## config.mk

```make
export PLATFORM = sky130hd
export DESIGN_NAME = frs_flash_seq
export DESIGN_NICKNAME = d
export VERILOG_FILES = /design/src/logic/frs_pkg.sv /design/src/logic/frs_cycle_timer.sv /design/src/logic/frs_flash_seq.sv
export SDC_FILE = /design/constraint.sdc
export NUM_CORES = 1
export LEC_CHECK = 0
export BUFFER_PORTS_ARGS = -buffer_cell sky130_fd_sc_hd__clkbuf_2
export CORE_MARGIN = 5
export CORE_UTILIZATION = 51
export DETAILED_ROUTE_END_ITERATION = 10
export GPL_TIMING_DRIVEN = 0
export HOLD_SLACK_MARGIN = 0.12
export PLACE_DENSITY = 0.79
export SLEW_MARGIN = 20
export SYNTH_ARGS = -nofsm -noshare
export SYNTH_HDL_FRONTEND = slang
export SYNTH_SLANG_ARGS = --single-unit
export TNS_END_PERCENT = 1
```

## constraint.sdc

```tcl
create_clock -name ref_clk -period 3 [get_ports ref_clk]
set_clock_uncertainty 0.05 [all_clocks]
set_input_delay 0.3 -clock ref_clk [delete_from_list [all_inputs] [get_ports ref_clk]]
set_output_delay 0.3 -clock ref_clk [all_outputs]
set_load 0.1 [all_outputs]
```

## src/logic/frs_pkg.sv

```systemverilog
/*
  package for the flash row sequencer: control word layout, op codes,
  unlock keys, timing counts and the carrier structs.
  assumes a 40 MHz system clock.
*/
package frs_pkg;

  // ----------------------------------------
  // control word layout
  // ----------------------------------------
  localparam int unsigned CTRL_W      = 16;
  localparam int unsigned START_BIT   = 15;
  localparam int unsigned FLASH_WRITE_ENABLE_FLAG_BIT    = 14;
  localparam int unsigned ERASE_BIT   = 6;
  localparam int unsigned OP_LSB      = 0;
  localparam int unsigned OP_W        = 6;
  localparam logic [15:0] CTRL_RESET  = 16'h0000;
  localparam logic [5:0]  OP_ROW_ERASE = 6'h18;
  localparam logic [5:0]  OP_ROW_PROG  = 6'h04;
  localparam logic [15:0] CTRL_ERASE_WORD = 16'h4058;

  // ----------------------------------------
  // unlock keys and row geometry
  // ----------------------------------------
  localparam logic [7:0]  KEY_FIRST   = 8'h55;
  localparam logic [7:0]  KEY_SECOND  = 8'hAA;
  localparam int unsigned ROW_WORDS   = 32;
  localparam int unsigned INSTR_W     = 24;
  localparam int unsigned ADDR_W      = 24;
  localparam int unsigned PAGE_W      = 8;

  // ----------------------------------------
  // timing
  // ----------------------------------------
  localparam int unsigned CLK_MHZ         = 40;
  localparam int unsigned ERASE_TIME_US   = 2000;
  localparam int unsigned PROG_TIME_US    = 2000;
  localparam int unsigned ERASE_CYCLES    = ERASE_TIME_US * CLK_MHZ;
  localparam int unsigned PROG_CYCLES     = PROG_TIME_US * CLK_MHZ;
  localparam int unsigned CNT_W           = 20;

  // ----------------------------------------
  // types
  // ----------------------------------------
  typedef enum logic [1:0] {
    FRS_IDLE  = 2'b00,
    FRS_ERASE = 2'b01,
    FRS_PROG  = 2'b10
  } frs_state_e;

  typedef struct packed {
    logic              valid;
    logic              erase;
    logic [ADDR_W-1:0] rowAddr;
  } frs_cmd_s;

endpackage

```

## src/logic/frs_cycle_timer.sv

```systemverilog
/*
  down counter that times one flash cycle and pulses done at the end.
  assumes load is a single-cycle pulse from the sequencer.
*/
`timescale 1ns/1ps
`default_nettype none

module frs_cycle_timer
  import frs_pkg::*;
#(
  parameter int unsigned WIDTH = CNT_W
)
(
  input  wire logic             ref_clk,
  input  wire logic             rst,
  input  wire logic             load,
  input  wire logic [WIDTH-1:0] loadVal,
  output logic                  busy,
  output logic                  done
);

  logic [WIDTH-1:0] cnt_q;
  logic [WIDTH-1:0] cnt_d;
  logic             done_q;
  logic             done_d;

  always_comb
  begin
    cnt_d  = cnt_q;
    done_d = 1'b0;
    if (load)
    begin
      cnt_d = loadVal;
    end
    else if (cnt_q != '0)
    begin
      cnt_d  = cnt_q - 1'b1;
      done_d = (cnt_q == {{(WIDTH-1){1'b0}}, 1'b1});
    end
  end

  always_ff @(posedge ref_clk or posedge rst)
  begin
    if (rst)
    begin
      cnt_q  <= '0;
      done_q <= 1'b0;
    end
    else
    begin
      cnt_q  <= cnt_d;
      done_q <= done_d;
    end
  end

  assign busy = (cnt_q != '0);
  assign done = done_q;

endmodule // frs_cycle_timer

`default_nettype wire

```

## src/logic/frs_flash_seq.sv

```systemverilog
/*
  flash row erase / program sequencer: control word, unlock key port,
  table page pointer, cpu stall and hardware-cleared start bit.
  assumes the cpu writes arrive as single-cycle strobes on ref_clk and
  the flash macro accepts a command pulse plus row address.
*/
`timescale 1ns/1ps
`default_nettype none

// Notes on behaviour
// RQ1: erase and program act on 32-word rows
// RQ2: op 011000 with erase and flash_write_enable_flag: row erase
// RQ3: op 000100, erase clear, flash_write_enable_flag: row program
// RQ4: software sets row address before erase
// RQ5: keys 55h then AAh right before start
// RQ6: start bit begins cycle, cpu stalled throughout
// RQ7: start bit cleared by hardware at end
// RQ8: software fills 32-word buffer before program
// RQ9: software follows start with two nops
// RQ10: software blocks interrupts around unlock sequence
// RQ11: erase control word with flash_write_enable_flag is 4058h
// RQ12: no key or no flash_write_enable_flag: nothing starts
module frs_flash_seq
  import frs_pkg::*;
#(
  parameter int unsigned ERASE_CNT = ERASE_CYCLES,
  parameter int unsigned PROG_CNT  = PROG_CYCLES
)
(
  input  wire logic              ref_clk,
  input  wire logic              rst,
  input  wire logic              ctrlWrEn,
  input  wire logic [CTRL_W-1:0] ctrlWrData,
  input  wire logic              keyWrEn,
  input  wire logic [7:0]        keyWrData,
  input  wire logic              pageWrEn,
  input  wire logic [PAGE_W-1:0] pageWrData,
  input  wire logic              tblWrEn,
  input  wire logic [15:0]       tblWrOffset,
  input  wire logic              otherWrEn,
  output logic [CTRL_W-1:0]      flashCtrlReg,
  output logic [PAGE_W-1:0]      tablePagePointer,
  output logic                   cpuStall,
  output frs_cmd_s               flashCmd,
  output logic                   cycleDone
);

  // ----------------------------------------
  // state
  // ----------------------------------------
  frs_state_e        state_q, state_d;
  logic [CTRL_W-1:0] ctrl_q, ctrl_d;
  logic [PAGE_W-1:0] page_q, page_d;
  logic [15:0]       offs_q, offs_d;
  logic [1:0]        keyStep_q, keyStep_d;
  frs_cmd_s          cmd_q, cmd_d;
  logic              load;
  logic [CNT_W-1:0]  loadVal;
  logic              tmrBusy;
  logic              tmrDone;
  logic              startReq;
  logic              opErase;
  logic              opProg;
  logic [OP_W-1:0]   opCode;
  logic [ADDR_W-1:0] rowBase;

  // one down counter serves both cycles; only the load value differs
  frs_cycle_timer #(
    .WIDTH (CNT_W)
  ) u_timer (
    .ref_clk (ref_clk),
    .rst     (rst),
    .load    (load),
    .loadVal (loadVal),
    .busy    (tmrBusy),
    .done    (tmrDone)
  );

  // ----------------------------------------
  // operation decode
  // ----------------------------------------
  // op field, low six bits of the written word
  assign opCode  = ctrlWrData[OP_LSB +: OP_W];
  // RQ2: row erase decode
  // RQ11: 4058h plus start is erase
  assign opErase = (opCode == OP_ROW_ERASE) && ctrlWrData[ERASE_BIT]
                   && ctrlWrData[FLASH_WRITE_ENABLE_FLAG_BIT];
  // RQ3: row program decode
  assign opProg  = (opCode == OP_ROW_PROG) && !ctrlWrData[ERASE_BIT]
                   && ctrlWrData[FLASH_WRITE_ENABLE_FLAG_BIT];
  // RQ5: start needs both keys
  assign startReq = ctrlWrEn && ctrlWrData[START_BIT] && (keyStep_q == 2'd2)
                    && (state_q == FRS_IDLE);

  // RQ1: row base, low bits cleared (two addresses per word)
  assign rowBase  = {page_q, offs_q} & ~ADDR_W'(ROW_WORDS * 2 - 1);

  // ----------------------------------------
  // next state
  // ----------------------------------------
  always_comb
  begin
    state_d   = state_q;
    ctrl_d    = ctrl_q;
    page_d    = page_q;
    offs_d    = offs_q;
    keyStep_d = keyStep_q;
    cmd_d     = '0;
    load      = 1'b0;
    loadVal   = '0;
    // RQ4: row address capture
    if (pageWrEn)
    begin
      page_d = pageWrData;
    end
    if (tblWrEn)
    begin
      offs_d = tblWrOffset;
    end
    // RQ5: key sequence tracking, any other write breaks it
    // a fresh 55h always restarts the count, even mid-sequence
    if (keyWrEn)
    begin
      if (keyWrData == KEY_FIRST)
      begin
        keyStep_d = 2'd1;
      end
      else if (keyWrData == KEY_SECOND && keyStep_q == 2'd1)
      begin
        keyStep_d = 2'd2;
      end
      else
      begin
        keyStep_d = 2'd0;
      end
    end
    else if (ctrlWrEn || otherWrEn || pageWrEn || tblWrEn)
    begin
      keyStep_d = 2'd0;
    end
    case (state_q)
      FRS_IDLE:
      begin
        if (ctrlWrEn)
        begin
          // RQ12: start bit stays clear unless unlocked
          ctrl_d = {1'b0, ctrlWrData[CTRL_W-2:0]};
          if (startReq && (opErase || opProg))
          begin
            ctrl_d[START_BIT] = 1'b1;
            load              = 1'b1;
            // RQ1: command covers one 32-word row
            cmd_d.valid       = 1'b1;
            cmd_d.erase       = opErase;
            cmd_d.rowAddr     = rowBase;
            if (opErase)
            begin
              loadVal = CNT_W'(ERASE_CNT);
              state_d = FRS_ERASE;
            end
            else
            begin
              loadVal = CNT_W'(PROG_CNT);
              state_d = FRS_PROG;
            end
          end
        end
      end
      FRS_ERASE, FRS_PROG:
      begin
        // control writes dropped here; the cpu is stalled anyway
        // RQ7: hardware clears start bit
        if (tmrDone)
        begin
          ctrl_d[START_BIT] = 1'b0;
          state_d           = FRS_IDLE;
        end
      end
      default:
      begin
        // unused code: back to idle, no half-begun cycle
        state_d = FRS_IDLE;
      end
    endcase
  end

  // all state resets together, so a cut cycle leaves nothing behind
  always_ff @(posedge ref_clk or posedge rst)
  begin
    if (rst)
    begin
      state_q   <= FRS_IDLE;
      ctrl_q    <= CTRL_RESET;
      page_q    <= '0;
      offs_q    <= '0;
      keyStep_q <= 2'd0;
      cmd_q     <= '0;
    end
    else
    begin
      state_q   <= state_d;
      ctrl_q    <= ctrl_d;
      page_q    <= page_d;
      offs_q    <= offs_d;
      keyStep_q <= keyStep_d;
      cmd_q     <= cmd_d;
    end
  end

  // ----------------------------------------
  // outputs
  // ----------------------------------------
  assign flashCtrlReg     = ctrl_q;
  assign tablePagePointer = page_q;
  assign flashCmd         = cmd_q;
  assign cycleDone        = tmrDone;
  // cpu resumes only once the start bit already reads clear
  // RQ6: stall cpu for whole cycle
  assign cpuStall         = (state_q != FRS_IDLE) || tmrBusy;

endmodule // frs_flash_seq

`default_nettype wire

```

After elaboration in Yosys (flattened, before gate mapping):

Cells that the tools add are included.

* bits in registers: 91
* output and inout bits: 52
* logic and storage cells: 74
* input port bits: 55

* equality and inequality tests: 12
* multiplexer cells: 25
* $add $sub $neg: 1
* reduce and logical (&&, ||, !) cells: 25

Operators by type and width (count)
* two-way mux 26 bit: 3
* two-way mux 17 bit: 3
* two-way mux 20 bit: 2
* equality test 20 x 1 -> 1 bit, second input constant: 1
* nonzero test 20 bit: 1
* subtractor 20 x 1 -> 20 bit, second input constant: 1
* two-way mux 16 bit: 1
* two-way mux 2 bit: 8
* logical AND 1 bit: 9
* equality test 8 x 7 -> 1 bit, second input constant: 1
* equality test 8 bit, second input constant: 1
* nonzero test 2 bit: 4
* equality test 6 x 3 -> 1 bit, second input constant: 1
* equality test 6 x 5 -> 1 bit, second input constant: 1
* two-way mux 1 bit: 6
* AND reduction 3 bit: 2
* logical OR 1 bit: 5
* equality test 2 x 1 -> 1 bit, second input constant: 2
* equality test 2 bit, second input constant: 2
* inequality test 2 x 1 -> 1 bit, second input constant: 2
* one-hot mux 2 bit (2 select lines): 1
* zero test 2 bit: 1
* inequality test 2 bit, second input constant: 1
* one-hot mux 1 bit (2 select lines): 1
* 3 further kinds: 3

Depth between registers and ports, before layout:

* depth in word-level cells: 9
* gate-level depth with buffers: 8
* mapped depth without buffers: 7

Cells and area by module:

A second synthesis with hierarchy kept.

* cell total of the unflattened synthesis: 289
* area, all modules: 3537.1 um2

Modules (own cells, without submodules)
* frs_flash_seq: area each 2264.7 um2, sequential area each 1451.4 um2, instances 1, cells each 158
* frs_cycle_timer: area each 1272.5 um2, sequential area each 525.5 um2, instances 1, cells each 131

Least setup slack after synthesis:

No wires, ideal clock.

* path kind: register to output
* start point: register u_timer.cnt_q[12]
* end point: output cpuStall
* path buffers: 1
* stages on the path, launching flop included: 5
* required time: 2.650 ns
* data arrival time: 2.306 ns
* setup slack: 0.344 ns
* cells stage by stage: dfrtp_1 -> or4_1 -> nor2_1 -> clkbuf_1 -> nand4_1

* word-level cells in the longest chain between the ends: 2

RTL lines
* start: declaration: line frs_cycle_timer.sv:22 `logic [WIDTH-1:0] cnt_q;`
* start signal: assignment: line frs_cycle_timer.sv:51 `cnt_q <= cnt_d;`
* nonzero test 20 bit: line frs_cycle_timer.sv:56 `assign busy = (cnt_q != '0);`
* logical OR 1 bit: line frs_flash_seq.sv:219 `assign cpuStall = (state_q != FRS_IDLE) || tmrBusy;`
* end: declaration: line frs_flash_seq.sv:43 `output logic cpuStall,`

No other way between the ends.

Worst setup path in the final report:

* start point: register u_timer.cnt_q[16]
* end point: output cpuStall

Same word-level chain as after synthesis.

==> impl_metrics.yaml <==
route:
  first_iter_violations: 148
  wl_per_cell_um: 15.62
  route.detailed.drc: 0
  routed_wl_um: 8187
  ant_nets: 0
  dr.pass1.iters: 4
  vias_per_cell: 5.332
  vias: 2794
finish:
  area_delta_synth_final_pct: 28.90
  final_cell_mix: "clkbuf_2, dfrtp_1, mux2_2"
  antenna_cells: 0
  layout.cells.most_common: "clkbuf_2"
  drive_above_1_share_pct: 39.25
  fin_nets: 482
sta:
  hold_slack_ns: 0.1327
  fin_crit_ns: 2.823
  rsz0062_at_grt: "false"
  setup_viol: 0
  final.setup.tns_ns: 0
  fmax_mhz: 354.3
  drv_slew: 0
  relSlewSlack_pct: 59.76
  worstMarginPinSlew_ns: 0.5986
  hold_viol_final: 0
  post-route-period-util_pct: 94.09
synthesis:
  ys.flop_type: "dfrtp_1"
  ys_types: 49
  synthCells: 297
  ys_ff_latch: 79
  async_flop_share_pct: 100.0
  yosysWarnings: 0
  avgSynthCellArea_um2: 11.94
  ys_seq_area_share_pct: 55.75
  synth_edf_count: 0
  syn_area_um2: 3546
place:
  portBuffers: 93
  place_congestion: 0.8790
  hpwlAfterDp_um: 5796
min_path:
  hold_class: "input pin to register"
clock_network:
  clk_pin_slew_ns: 0.08
  cts_root_buf: "clkbuf_8"
  cts_max_level: 3
  cts_buffers: 9
  cts_tree: "yes"
  cts_num_sinks: 79
  clk_latency_ns: 0.35
  clockBufferDepth: 2
power_and_ir_drop:
  power_leakage_nw: 2.145
  powerDensity_nw_per_um2: 536.8
  vdd_drop_max_mv: 0.3948
die:
  start_util_pct: 52.19
  dieArea_um2: 8721
  chipHeight_um: 93.39
  die_w_um: 93.39
  core_area_um2: 6794
  rows: 30
  boundaryPins: 107
run_status:
  status: "complete, no violations"
setup_path:
  critPathLaunchType: "register"
  critPathCaptureType: "output port"
  crit_path_max_fanout: 8
  worstPathArrival_ns: 2.47
  crit_type: "register to output port"
  cp.required_ns: 2.65
grt:
  grt_max_degree: 54
  grt_pass1_vias: 2900
  track_usage_pct: 19.61
  overflow: 0
  grt_pass1_wl_um: 13460
  grt_antenna_before_repair: 0
job:
  drv_cap: 0
[cells by family after synthesis]
kind of cell	count (synthesis)	share of synthesized area, %
muxes	39	12.17
and+or+nand+nor	104	18.17
DFF	79	55.75
AOI/OAI and AO/OA	40	7.904
other	1	0.1058
buffers and inverters	30	4.481
adders and majority gates	4	1.411
[cell usage after synthesis (3+ instances only)]
master	count	share of area [%]
a21oi_1	9	1.3
a31oi_1	5	0.88
and2_1	19	3.4
buf_2	3	0.42
buf_4	7	1.5
clkbuf_1	5	0.53
dfrtp_1	79	56
ha_1	4	1.4
inv_1	11	1.2
mux2_2	33	10
mux2i_1	6	1.7
nand2_1	12	1.3
nand2b_1	6	1.1
nand3_1	6	0.85
nand4_1	5	0.88
nor2_1	9	0.95
nor2b_1	3	0.53
nor3_1	6	0.85
nor4_1	8	1.4
o21ai_0	4	0.56
o31ai_1	6	1.3
o41ai_1	3	0.74
or3_1	5	0.88
or4_1	9	1.9
or4_4	3	0.95
[path summary, 6_finish.rpt]
path                                       end  cells past startpoint  slack [ns]         startpoint
max reg2reg                  u_timer.cnt_q[11]                      5        0.68  u_timer.cnt_q[16]
min in group asynchronous  tablePagePointer[4]                      3        0.41                rst
min                           flashCtrlReg[13]                      2        0.13     ctrlWrData[13]
max in group asynchronous    u_timer.cnt_q[14]                      4        1.93                rst
max                                   cpuStall                      4        0.18  u_timer.cnt_q[16]
min reg2reg                       flashCmd[12]                      1        0.43         offs_q[12]
[worst max-delay path, cell delays in order, from the launching register on]
cell and delay [ns]:
dfrtp_1 0.44, or4_1 0.59, nor2_1 0.46, nand4_1 0.21, clkbuf_2 0.42
[registers in the layout, summed over array words and instances, names as in the netlist]
register	cells
flashCtrlReg	16
u_timer.done	1
offs_q	10
flashCmd	20
keyStep_q	2
u_timer.cnt_q	20
state_q	2
tablePagePointer	8
[where the power goes]
part | switching (W) | total (W) | internal, W | leakage, nW
clock network | 0.000383 | 0.000874 | 0.000492 | 0.110
registers | 0.0000241 | 0.00113 | 0.00111 | 0.967
logic | 0.000341 | 0.000447 | 0.000106 | 1.07
[metal layers]
metal | vias to the layer above | GRT usage (%) | part of all wire (%)
li1 | 1319 | - | -
met1 | 1360 | 23.55 | 39
met2 | 98 | 33.00 | 51
met3 | 17 | 6.275 | 7.4
met4 | 0 | 7.082 | 2.4
met5 | - | 0 | 0
[what timing repair did]
item | 4_1_cts | 5_1_grt
gates resized for setup | 0 | 3
setup endpoints to repair | 0 | 1
setup buffers | 0 | 0
hold buffers | 14 | 2
endpoints found under the hold margin | 38 | 2
[area by class of cell]
type                       instances  area [µm²]
fill                             512        2223
sequential                        79        1977
multi-input combinational        193        1435
timing repair buffer             110       653.1
clock buffer                      11       141.4
tap                               96       120.1
buffer                            18       115.1
clock inverter                     5       81.33
inverter                          12       47.55
[through the flow]
step | instance area [µm²] | setup slack (ns) | power, W | util (%) | cells
6_report | 4571 | 0.1772 | 0.002454 | 67.27 | 524
3_5_place_dp | 4180 | 0.4541 | 0.001585 | 61.53 | 492
2_1_floorplan | 3565 | 0.3441 | 0.001491 | - | 302
4_1_cts | 4543 | 0.04272 | 0.002472 | 66.87 | 522
5_1_grt | 4571 | 0.06494 | 0.002542 | 67.27 | 524
3_3_place_gp | 4150 | -0.2123 | 0.001572 | 61.09 | 491
Power figures use the tool's default switching activity.
